<file path="src/rtl/serial_port_shift_engine_regs.vh">
// Offsets, field positions, reset values and timing for the serial engine
`ifndef SERIAL_PORT_SHIFT_ENGINE_REGS_VH
`define SERIAL_PORT_SHIFT_ENGINE_REGS_VH

// ----------------------------------------------------------------------
// Register offsets
// ----------------------------------------------------------------------
`define OFS_SERIAL_BUFFER   2'h0
`define OFS_SERIAL_CONTROL  2'h1
`define OFS_BAUD_CONTROL    2'h2

// ----------------------------------------------------------------------
// Control register fields
// ----------------------------------------------------------------------
`define CTL_MODE_HI         7
`define CTL_MODE_LO         6
`define CTL_MULTIPROC       5
`define CTL_RX_ENABLE       4
`define CTL_TX_NINTH        3
`define CTL_RX_NINTH        2
`define CTL_TX_DONE         1
`define CTL_RX_DONE         0
`define BAUD_DOUBLE         0

`define CTL_RESET           8'h00
`define BUF_RESET           8'h00
`define BAUD_RESET          8'h00

// ----------------------------------------------------------------------
// Machine cycle timing: six states of two phases each
// ----------------------------------------------------------------------
`define PHASES_PER_CYCLE    4'd12
`define PH_S1P1             4'd0
`define PH_S3P1             4'd4
`define PH_S5P2             4'd9
`define PH_S6P1             4'd10
`define PH_S6P2             4'd11

// ----------------------------------------------------------------------
// Oversampling: 7th, 8th, 9th of sixteen counter states
// ----------------------------------------------------------------------
`define VOTE_FIRST          4'd6
`define VOTE_MID            4'd7
`define VOTE_LAST           4'd8
`define DIV16_LAST          4'd15
`define RX0_PRELOAD         8'hfe
`define RX_PRELOAD          9'h1ff

`endif

</file>
<file path="src/rtl/serial_port_shift_engine.v">
// Serial port shift engine: mode 0 shift register, modes 1-3 async frames
//
// Functional notes
// - Mode 0: 8 bits LSB first, clock out
// - Buffer write loads marker, send one cycle later
// - Shift clock low S3-S5, shift at S6P2
// - Zero fill, marker ends send at S1P1
// - Receive starts on enable with done clear
// - Clock toggles S3P1/S6P1, sample at S5P2
// - Preload zero leftmost ends receive, sets flag
// - Mode 1: start, 8 data, stop to ninth
// - Async send starts after divide-by-16 rollover
// - Start bit, then data, then shifting
// - Mode 1 send ends at tenth rollover
// - Falling edge resets counter, preloads all ones
// - Majority of samples 7, 8, 9
// - False start bit resets the receiver
// - Mode 1 load only if flag clear and, with multiproc set, stop high
// - Failed load discards frame, hunt resumes
// - Modes 2/3: programmable ninth bit frame
// - Mode 2 fixed rate, mode 3 timer rate
// - Ninth bit loaded, stop inserted, eleven rollovers
// - Modes 2/3 nine-bit receive register
// - Load gated by flag, and by ninth bit with multiproc set
//
// Chosen here: the address map and the plain strobed port.
`timescale 1ns/1ps

module serial_port_shift_engine (
  input  wire       clk_sys_i,
  input  wire       rst_n_i,
  input  wire [1:0] addr_i,
  input  wire [7:0] wdata_i,
  input  wire       wr_i,
  input  wire       rd_i,
  output reg  [7:0] rdata_o,
  input  wire       baud_tick_i,
  input  wire       rxd_i,
  output wire       rxd_o,
  output wire       rxd_oe_o,
  output wire       txd_o
);

`include "serial_port_shift_engine_regs.vh"

  localparam T_IDLE  = 4'b0001;
  localparam T_REQ   = 4'b0010;
  localparam T_START = 4'b0100;
  localparam T_DATA  = 4'b1000;

  localparam R_IDLE  = 4'b0001;
  localparam R_BIT   = 4'b0010;
  localparam R_STOP  = 4'b0100;
  localparam R_M0    = 4'b1000;

  // ----------------------------------------------------------------------
  // Declarations
  // ----------------------------------------------------------------------
  reg  [3:0] phase;
  reg  [7:0] serial_buffer;
  reg  [1:0] mode;
  reg        multiproc_enable;
  reg        rx_enable;
  reg        transmit_ninth_bit;
  reg        received_ninth_bit;
  reg        tx_done_flag;
  reg        rx_done_flag;
  reg        double_rate;
  reg  [1:0] pre;
  reg        half;
  reg        s16_tick;
  reg  [3:0] tx_div;
  reg  [3:0] tx_st;
  reg  [9:0] tx_sr;
  reg        tx_end;
  reg  [3:0] rx_st;
  reg  [3:0] rx_div;
  reg  [8:0] rx_sr;
  reg  [2:0] votes;
  reg        rx_prev;
  reg        rx_first;
  reg        rx0_arm;
  reg        rx0_end;
  reg        rx0_pin;
  reg        tx_set;
  reg        rx_set;
  reg        rx_load;
  reg  [7:0] rx_byte;
  reg        rx_ninth;
  wire       wr_buf;
  wire       wr_ctl;
  wire       mode0;
  wire       tx_roll;
  wire       rx_roll;
  wire       vote;
  wire       sclk_on;
  wire       load_ok;

  assign wr_buf  = wr_i & (addr_i == `OFS_SERIAL_BUFFER);
  assign wr_ctl  = wr_i & (addr_i == `OFS_SERIAL_CONTROL);
  assign mode0   = (mode == 2'd0);
  assign tx_roll = s16_tick & (tx_div == `DIV16_LAST);
  assign rx_roll = s16_tick & (rx_div == `DIV16_LAST);
  // Two of three wins, so one noisy sample is absorbed
  assign vote    = (votes[0] & votes[1]) | (votes[1] & votes[2]) |
                   (votes[0] & votes[2]);

  // Bit reversal: shift-left capture puts the first bit on top
  function [7:0] rev8;
    input [7:0] v;
    integer i;
    begin
      rev8 = 8'h00;
      for (i = 0; i < 8; i = i + 1) begin
        rev8[i] = v[7-i];
      end
    end
  endfunction

  // ----------------------------------------------------------------------
  // Machine cycle phase counter, S1P1 .. S6P2
  // ----------------------------------------------------------------------
  always @(posedge clk_sys_i or negedge rst_n_i) begin
    if (!rst_n_i) begin
      phase <= `PH_S1P1;
    end else if (phase == `PH_S6P2) begin
      phase <= `PH_S1P1;
    end else begin
      phase <= phase + 4'd1;
    end
  end

  // ----------------------------------------------------------------------
  // Sixteen-times bit rate tick
  // ----------------------------------------------------------------------
  // Mode 2 divides the core clock; modes 1 and 3 follow the timer tick,
  // halved unless the doubling bit is set
  always @(posedge clk_sys_i or negedge rst_n_i) begin
    if (!rst_n_i) begin
      pre      <= 2'd0;
      half     <= 1'b0;
      s16_tick <= 1'b0;
    end else begin
      pre      <= pre + 2'd1;
      s16_tick <= 1'b0;
      if (mode == 2'd2) begin
        s16_tick <= double_rate ? pre[0] : (pre == 2'd3);
      end else if (baud_tick_i) begin
        half     <= ~half;
        s16_tick <= double_rate | half;
      end
    end
  end

  // ----------------------------------------------------------------------
  // Transmit divide-by-16 counter, free running
  // ----------------------------------------------------------------------
  always @(posedge clk_sys_i or negedge rst_n_i) begin
    if (!rst_n_i) begin
      tx_div <= 4'd0;
    end else if (s16_tick) begin
      tx_div <= tx_div + 4'd1;
    end
  end

  // ----------------------------------------------------------------------
  // Transmitter
  // ----------------------------------------------------------------------
  // The shift register holds a marker one left of the last bit; when
  // only the marker remains to the left, one final shift ends the send.
  always @(posedge clk_sys_i or negedge rst_n_i) begin
    if (!rst_n_i) begin
      tx_st    <= T_IDLE;
      tx_sr    <= 10'h3ff;
      tx_end   <= 1'b0;
      tx_set   <= 1'b0;
    end else begin
      tx_set <= 1'b0;
      if (wr_buf) begin
        tx_st  <= T_REQ;
        tx_end <= 1'b0;
        if (mode0 || mode == 2'd1) begin
          tx_sr <= {2'b01, wdata_i};
        end else begin
          tx_sr <= {1'b1, transmit_ninth_bit, wdata_i};
        end
      end else begin
        case (tx_st)
          T_REQ: begin
            if (mode0 && phase == `PH_S6P2) begin
              tx_st <= T_START;
            end else if (!mode0 && tx_roll) begin
              tx_st <= T_START;
            end
          end
          T_START: begin
            if (mode0 && phase == `PH_S6P2) begin
              tx_st <= T_DATA;
            end else if (!mode0 && tx_roll) begin
              tx_st <= T_DATA;
            end
          end
          T_DATA: begin
            if (mode0) begin
              if (tx_end && phase == `PH_S1P1) begin
                tx_st  <= T_IDLE;
                tx_end <= 1'b0;
                tx_set <= 1'b1;
              end else if (!tx_end && phase == `PH_S6P2) begin
                tx_sr  <= {1'b0, tx_sr[9:1]};
                tx_end <= (tx_sr[9:2] == 8'h00);
              end
            end else if (tx_roll) begin
              // Data phase opened one bit time ago: shift now
              tx_sr <= {1'b0, tx_sr[9:1]};
              if (tx_sr[9:2] == 8'h00) begin
                tx_st  <= T_IDLE;
                tx_set <= 1'b1;
              end
            end
          end
          default: begin
            tx_st <= T_IDLE;
          end
        endcase
      end
    end
  end

  // ----------------------------------------------------------------------
  // Receiver
  // ----------------------------------------------------------------------
  // Mode 0 sends and receives through the data pin; the async modes
  // hunt for a falling edge at sixteen times the bit rate.
  always @(posedge clk_sys_i or negedge rst_n_i) begin
    if (!rst_n_i) begin
      rx_st    <= R_IDLE;
      rx_div   <= 4'd0;
      rx_sr    <= `RX_PRELOAD;
      votes    <= 3'b111;
      rx_prev  <= 1'b1;
      rx_first <= 1'b0;
      rx0_arm  <= 1'b0;
      rx0_end  <= 1'b0;
      rx0_pin  <= 1'b1;
      rx_set   <= 1'b0;
      rx_load  <= 1'b0;
      rx_byte  <= 8'h00;
      rx_ninth <= 1'b0;
    end else begin
      rx_set  <= 1'b0;
      rx_load <= 1'b0;
      if (s16_tick) begin
        rx_prev <= rxd_i;
        rx_div  <= rx_div + 4'd1;
      end
      case (rx_st)
        R_IDLE: begin
          rx0_end <= 1'b0;
          if (mode0) begin
            if (rx0_arm && phase == `PH_S6P2) begin
              rx_sr   <= {1'b1, `RX0_PRELOAD};
              rx_st   <= R_M0;
              rx0_arm <= 1'b0;
            end else begin
              // A set still in flight counts: no re-arm after a frame
              rx0_arm <= rx_enable && !rx_done_flag && !rx_set;
            end
          end else if (rx_enable && s16_tick && rx_prev && !rxd_i) begin
            rx_div   <= 4'd0;
            rx_sr    <= `RX_PRELOAD;
            rx_first <= 1'b1;
            rx_st    <= R_BIT;
          end
        end
        R_M0: begin
          if (phase == `PH_S5P2) begin
            rx0_pin <= rxd_i;
          end
          if (rx0_end && phase == `PH_S1P1) begin
            rx_st  <= R_IDLE;
            rx_set <= 1'b1;
          end else if (!rx0_end && phase == `PH_S6P2) begin
            rx_sr[7:0] <= {rx_sr[6:0], rx0_pin};
            if (!rx_sr[7]) begin
              rx0_end <= 1'b1;
              rx_load <= 1'b1;
              rx_byte <= rev8({rx_sr[6:0], rx0_pin});
            end
          end
        end
        R_BIT: begin
          if (s16_tick && rx_div >= `VOTE_FIRST && rx_div <= `VOTE_LAST) begin
            votes <= {rxd_i, votes[2:1]};
          end
          if (rx_roll) begin
            rx_first <= 1'b0;
            if (rx_first && vote) begin
              rx_st <= R_IDLE;
            end else if (!rx_sr[8]) begin
              rx_sr    <= {rx_sr[7:0], vote};
              rx_byte  <= rev8(rx_sr[7:0]);
              rx_ninth <= vote;
              rx_load  <= load_ok;
              rx_set   <= load_ok;
              // Mode 1 final bit is the stop; 2/3 still owe one
              rx_st    <= (mode == 2'd1) ? R_IDLE : R_STOP;
            end else begin
              rx_sr <= {rx_sr[7:0], vote};
            end
          end
        end
        R_STOP: begin
          if (rx_roll) begin
            rx_st <= R_IDLE;
          end
        end
        default: begin
          rx_st <= R_IDLE;
        end
      endcase
    end
  end

  // Frame kept only with flag clear, and multiproc off or address/stop bit set
  assign load_ok = !rx_done_flag && (!multiproc_enable || vote);

  // ----------------------------------------------------------------------
  // Pins
  // ----------------------------------------------------------------------
  // Shift clock idles high; low from S3P1 to the end of S5
  assign sclk_on = mode0 && ((tx_st == T_DATA) || (rx_st == R_M0));
  assign txd_o   = mode0 ?
                   !(sclk_on && phase >= `PH_S3P1 && phase < `PH_S6P1) :
                   (tx_st == T_START) ? 1'b0 :
                   (tx_st == T_DATA) ? tx_sr[0] : 1'b1;
  // Mode 0 drives data out on the data pin only while sending
  assign rxd_oe_o = mode0 && (tx_st == T_DATA);
  assign rxd_o    = tx_sr[0];

  // ----------------------------------------------------------------------
  // Register file
  // ----------------------------------------------------------------------
  // Hardware sets win over a software write in the same cycle, so a
  // completion landing on a clear is never lost.
  always @(posedge clk_sys_i or negedge rst_n_i) begin
    if (!rst_n_i) begin
      serial_buffer      <= `BUF_RESET;
      mode               <= 2'd0;
      multiproc_enable   <= 1'b0;
      rx_enable          <= 1'b0;
      transmit_ninth_bit <= 1'b0;
      received_ninth_bit <= 1'b0;
      tx_done_flag       <= 1'b0;
      rx_done_flag       <= 1'b0;
      double_rate        <= 1'b0;
      rdata_o            <= 8'h00;
    end else begin
      if (wr_ctl) begin
        mode               <= wdata_i[`CTL_MODE_HI:`CTL_MODE_LO];
        multiproc_enable   <= wdata_i[`CTL_MULTIPROC];
        rx_enable          <= wdata_i[`CTL_RX_ENABLE];
        transmit_ninth_bit <= wdata_i[`CTL_TX_NINTH];
        received_ninth_bit <= wdata_i[`CTL_RX_NINTH];
        tx_done_flag       <= wdata_i[`CTL_TX_DONE];
        rx_done_flag       <= wdata_i[`CTL_RX_DONE];
      end
      if (wr_i && addr_i == `OFS_BAUD_CONTROL) begin
        double_rate <= wdata_i[`BAUD_DOUBLE];
      end
      if (tx_set) begin
        tx_done_flag <= 1'b1;
      end
      if (rx_set) begin
        rx_done_flag <= 1'b1;
      end
      if (rx_load) begin
        serial_buffer <= rx_byte;
        if (!mode0) begin
          received_ninth_bit <= rx_ninth;
        end
      end
      rdata_o <= 8'h00;
      if (rd_i) begin
        case (addr_i)
          `OFS_SERIAL_BUFFER:  rdata_o <= serial_buffer;
          `OFS_SERIAL_CONTROL: rdata_o <= {mode, multiproc_enable,
                                 rx_enable, transmit_ninth_bit,
                                 received_ninth_bit, tx_done_flag,
                                 rx_done_flag};
          `OFS_BAUD_CONTROL:   rdata_o <= {7'h00, double_rate};
          default:             rdata_o <= 8'h00;
        endcase
      end
    end
  end

endmodule // serial_port_shift_engine

</file>
<file path="config.mk">
export PLATFORM = sky130hd
export DESIGN_NAME = serial_port_shift_engine
export DESIGN_NICKNAME = d
export VERILOG_FILES = /design/src/rtl/serial_port_shift_engine.v
export VERILOG_INCLUDE_DIRS = /design/src /design/src/rtl
export SDC_FILE = /design/constraint.sdc
export NUM_CORES = 1
export LEC_CHECK = 0
export ABC_CLOCK_PERIOD_IN_PS = 2300
export BUFFER_PORTS_ARGS = -buffer_cell sky130_fd_sc_hd__buf_2
export CAP_MARGIN = 40
export CORE_ASPECT_RATIO = 0.8
export CORE_UTILIZATION = 50
export CTS_CLUSTER_SIZE = 24
export DETAILED_ROUTE_END_ITERATION = 6
export GPL_TIMING_DRIVEN = 0
export PLACE_DENSITY = 0.68
export SLEW_MARGIN = 20
export SYNTH_ARGS = -nofsm -noshare
export SYNTH_HDL_FRONTEND = slang
export SYNTH_SLANG_ARGS = --single-unit
</file>
<file path="constraint.sdc">
create_clock -name clk_sys_i -period 2.3 [get_ports clk_sys_i]
set_input_delay 0 -clock clk_sys_i [delete_from_list [all_inputs] [get_ports clk_sys_i]]
set_output_delay 0 -clock clk_sys_i [all_outputs]
set_load 0.05 [all_outputs]
</file>
### After elaboration in Yosys (flattened, before gate mapping)

Cells that the tools add are included.

| storage, ports and cells | value |
|---|---|
| logic and storage cells | 243 |
| input port bits | 16 |
| register bits | 89 |

| operators by class | value |
|---|---|
| add/sub/neg operators | 4 |
| reductions and logical operators | 60 |
| equal/unequal tests | 36 |
| muxes and demuxes | 92 |
| bitwise operators | 14 |
| magnitude comparators | 4 |

Operators with widths:

| cell | count |
|---|---|
| 4-bit 2-to-1 mux | 22 |
| 8-bit 2-to-1 mux | 9 |
| 10-bit 2-to-1 mux | 7 |
| 8-bit case mux with 3 select lines | 2 |
| 9-bit 2-to-1 mux | 5 |
| 1-bit 2-to-1 mux | 38 |
| 4-bit == test, second input constant | 6 |
| 1-bit logical AND | 21 |
| 2-bit != test, second input constant | 10 |
| 4-bit != test, second input constant | 5 |
| 4-bit case mux with 4 select lines | 1 |
| 8-bit case mux with 2 select lines | 1 |
| 4-bit AND reduction | 4 |
| 7-bit AND reduction | 2 |
| 2-bit nonzero test | 7 |
| 4-bit by 1-bit adder with 4-bit output, second input constant | 3 |
| 3-bit != test, second input constant | 4 |
| 4-bit case mux with 3 select lines | 1 |
| 1-bit case mux with 2 select lines | 5 |
| 5-bit AND reduction | 2 |
| 3-bit nonzero test | 3 |
| 4-bit by 2-bit == test with 1-bit output, second input constant | 2 |
| 4-bit by 3-bit == test with 1-bit output, second input constant | 2 |
| 4-bit by 3-bit greater-or-equal comparator with 1-bit output, second input constant | 2 |
| 19 further kinds | 46 |

### Logic depth before layout (Yosys ltp)

| depth | value |
|---|---|
| word-level depth | 9 |
| gate-level depth with buffers | 7 |

### Least setup slack after synthesis

Ideal clock, no wire load.

| path | value |
|---|---|
| kind | register to register |
| start | reg tx_st[1] |
| end | reg tx_st[2] |
| cell stages (with the launch flop) | 6 |
| clock period less this slack | 2.287 ns |
| arrival | 2.163 ns |
| setup slack | 0.013 ns |
| path through | dfrtp_1 -> or4b_2 -> nor2_1 -> a21oi_1 -> nand2_1 -> o31ai_1 |

| between the ends | value |
|---|---|
| cells in the longest elaborated chain, start to end | 3 |
| elaborated cells between the ends (all ways) | 11 |
| classes of those cells | 8 x eq/ne; 2 x mux; 1 x reduce/logical |

RTL lines:

| item | RTL line | RTL |
|---|---|---|
| start, declared | serial_port_shift_engine.v:73 | `reg [3:0] tx_st;` |
| start signal, assigned | serial_port_shift_engine.v:173 | `tx_st <= T_IDLE;` |
| start signal, assigned | serial_port_shift_engine.v:180 | `tx_st <= T_REQ;` |
| start signal, assigned | serial_port_shift_engine.v:191 | `tx_st <= T_START;` |
| 4-bit by 2-bit == test with 1-bit output, or another cell as far along | serial_port_shift_engine.v:188 | `case (tx_st)` |
| 4-bit != test (no source line) / 4-bit case mux with 3 select lines (equally long branches) | -- |  |
| 5-bit AND reduction (no source line) / 4-bit 2-to-1 mux (equally long branches) | -- |  |

Parallel ways exist; a longest one is shown, timed or not.
A chain may end at the register's enable or synchronous reset.

### Worst setup path after layout

| path | value |
|---|---|
| start | reg rx_st[0] |
| end | reg rx_st[1] |

| between the ends | value |
|---|---|
| cells in the longest elaborated chain, start to end | 3 |
| elaborated cells between the ends (all ways) | 12 |
| classes of those cells | 10 x eq/ne; 1 x mux; 1 x reduce/logical |

RTL lines:

| item | RTL line | RTL |
|---|---|---|
| start, declared | serial_port_shift_engine.v:76 | `reg [3:0] rx_st;` |
| start signal, assigned | serial_port_shift_engine.v:307 | `rx_st <= (mode == 2'd1) ? R_IDLE : R_STOP;` |
| 4-bit by 1-bit == test with 1-bit output, or another cell as far along | serial_port_shift_engine.v:257 | `case (rx_st)` |
| 3-bit != test (no source line) / 2-bit != test (equally long branches) | -- |  |
| 6-bit AND reduction (no source line) | -- |  |

Parallel ways exist; a longest one is shown, timed or not.

==> summary.txt <==
Outcome
  – Status: complete, no violations

STA
  – Final slew viol count: 0
  – Final min period: around 2200 ps
  – Final Hold Viols: 0
  – Peak Freq: around 460 MHz
  – Least-Margin Pin Slew: slightly below 700 ps
  – Setup TNS: 0 ps
  – Final Cycle Share: 0.955
  – Skew final: 13.1 ps
  – RSZ-0062 raised after global routing: false
  – Slew headroom: 0.545
  – Final setup violation count: 0

Clock network
  – TritonCTS clock tree: yes
  – H-tree depth: 3
  – Root Driver: clkbuf_8
  – Post-CTS Setup Bufs: 0
  – Clock Path Buffers: 2
  – Worst skew pair latency: 360 ps
  – Clk sinks: between 80 and 90
  – Clock Pin Slew Worst Setup and Hold Paths: 90 ps
  – TritonCTS Buffers: 9

Critical path
  – Req. time, crit path: roughly 2500 ps
  – Setup crit end kind: flip-flop
  – Critical Path Start Type: flip-flop
  – Critical Path AT: 2440 ps
  – Crit-path max FO: 7
  – Critical path class: flip-flop to flip-flop

Floorplanning
  – Core area: 8480 um2
  – Chip width: roughly 110 um
  – Std-Cell Rows: 30
  – Top-level port count: 27
  – Initial core utilization: 0.515
  – Die area: 9110 um2
  – Die Ht: 85.6 um

Layout
  – Share of post-route cells with drive strength above 1: 0.270
  – Final core utilization: 0.590
  – Ant diodes: 0
  – Fin cells: 568
  – P&R area growth vs syn: 14.7%
  – Commonest non-fill, non-tap cells in the layout: 63 x dfrtp_1, 57 x nand2_1, 42 x nor2_1
  – Final Cell Area: 5010 um2
  – Layout Nets: 474
  – Filler Cell Count: 731
  – Most common cell after layout, fill and taps aside: dfrtp_1

Route
  – Uppermost layer routed: met4
  – Post-route DRC: 0
  – Met1 wire length: 4460 um
  – Average wire per standard cell: 15.4 um
  – DR pass1 iterations: 5
  – Met3 wire length: about 280 um
  – DR vias: just over 3000
  – Routed Wire Length: 8750 um
  – Initial DRC count: 161
  – Final ANT Viol Nets: 0
  – Met2 wire length: 3960 um
  – Post-DR vias/cell: 5.38

Global route
  – Grt total ovfl: 0
  – Vias in the first global route: 3039
  – Initial antenna violation count: 0
  – First-pass GRT wire length: 14800 um
  – Pin count of the biggest net entering global routing: 47
  – GRT Util Overall: 0.209

Yosys
  – Sequential element share of the synthesized area: 0.517
  – Yosys reg bits: 89
  – Top_reg_cell synth: dfrtp_1
  – Count of different cell masters after synthesis: 59
  – Synth area leaders: dfrtp_1 36%, dfstp_2 16%, mux2_2 8.0%
  – Post-Synthesis Cells: about 400
  – Number of synthesized flops with an enable pin: 0
  – Cell taking the most area after synthesis: dfrtp_1
  – Post-synthesis cell area: 4370 um2
  – Top-area cell type share of the netlist area: 0.361
  – Synth Net Count: 424
  – Mean post-synth cell area: 10.9 um2
  – Synth warn: 0
  – Async SR Flop Fraction: 1.00

Power
  – Logic pwr share: 0.177
  – Share of power burned in registers: 0.534
  – Leakage power: 2.39 nW
  – Clk network pwr share: 0.289
  – Int Pwr: 2.70 mW
  – Total power: 3.83 mW
  – Switching Share: 0.295
  – VDD IR-drop max: 0.000602 V
  – Cell Pwr Density: about 770 nW/um2
  – Sw Pwr: 1.13 mW

Placement
  – Post-Place Cells: 540
  – I/O Buffers: 26
  – Post-DP Area: 4670 um2
  – RD Place Congestion: 0.819
  – Detailed Place HPWL: 6140 um

Run
  – Max Cap Viol: 0

Hold path
  – HP Class: input pin to flip-flop
## layout make-up
type	instances	area, um2	area share
clock buffer	11	141	0.0282
sequential	89	2260	0.451
buffer	15	71.3	0.0142
inverter	20	75.1	0.0150
clock inverter	5	62.6	0.0125
tap	112	140	0.0280
timing repair buffer	39	280	0.0560
multi-input combinational	277	1980	0.395
## path summary, 6_finish.rpt
kind                                      start                  endpoint  slack (ps)  cells past startpoint
max                        rx_st[0]$_DFFE_PN1P_      rx_st[1]$_DFFE_PN0P_         100                      5
min                                        wr_i   double_rate$_DFFE_PN0P_          20                      3
max reg2reg                rx_st[0]$_DFFE_PN1P_      rx_st[1]$_DFFE_PN0P_         100                      5
min reg2reg                    tx_set$_DFF_PN0_  tx_done_flag$_DFFE_PN0P_         440                      1
max in group asynchronous               rst_n_i      tx_sr[1]$_DFFE_PN1P_        1430                      3
min in group asynchronous               rst_n_i    rx_byte[4]$_DFFE_PN0P_         170                      2
## metal layers
metal | vias to the layer above | track usage
met5 | - | 0
met4 | 0 | 0.0548
met3 | 4 | 0.0486
met2 | 56 | 0.313
met1 | 1502 | 0.305
li1 | 1496 | -
## what timing repair did
action,CTS,global route
setup endpoints to repair,0,2
resized for setup,0,2
hold endpoints to repair,53,0
hold buffers,12,0
## synth_stat cells, types with 3 or more instances
cell / count
nor3b_1: 3
buf_2: 3
nand2_1: 57
xnor2_1: 7
a211oi_1: 3
xor2_1: 3
nor3_1: 5
inv_1: 20
dfrtp_1: 63
nand2b_1: 3
nand4_1: 4
a21oi_1: 14
o21ai_0: 18
nor2_1: 42
mux2_2: 31
mux2_4: 8
nand3b_1: 7
mux2i_1: 18
dfstp_2: 26
clkbuf_1: 8
ha_1: 7
## cell families after synthesis
| logic type | count (synthesis) | share of synthesized area |
|---|---|---|
| DFF | 89 | 0.517 |
| xor gates and xnor gates | 10 | 0.0201 |
| muxes | 57 | 0.149 |
| adders and majority gates | 8 | 0.0223 |
| AOI/OAI and AO/OA | 56 | 0.0871 |
| buffers and inverters | 35 | 0.0335 |
| and+or+nand+nor | 146 | 0.171 |
## power by group through the flow
stage          sequential (mW)  combinational (mW)  clock (mW)
2_1_floorplan             2.06               0.457           0
3_3_place_gp              2.06               0.639           0
3_5_place_dp              2.07               0.655           0
4_1_cts                   2.05               0.677        1.14
5_1_grt                   2.09               0.754        1.19
6_report                  2.05               0.677        1.11
## per-stage QoR
step           hold WS (ps)  setup slack, ps
2_1_floorplan          -296             13.2
3_3_place_gp            226              198
3_5_place_dp           40.3              172
4_1_cts                5.36              156
5_1_grt                22.1             20.9
6_report               23.6              104
## critical path: stages (launching register included)
cell and delay (ps):
dfstp_2 630, nor4b_2 400, o221ai_1 230, a21boi_2 250
o211ai_1 190, mux2_2 380
## flip-flops by register name, summed over array words and instances (netlist names), 3 cells and up
| name | flops |
|---|---|
| tx_sr | 10 |
| rx_sr | 9 |
| rdata_o | 8 |
| rx_byte | 8 |
| serial_buffer | 8 |
| phase | 4 |
| rx_div | 4 |
| rx_st | 4 |
| tx_div | 4 |
| tx_st | 4 |
| votes | 3 |
Power figures use the tool's default switching activity.
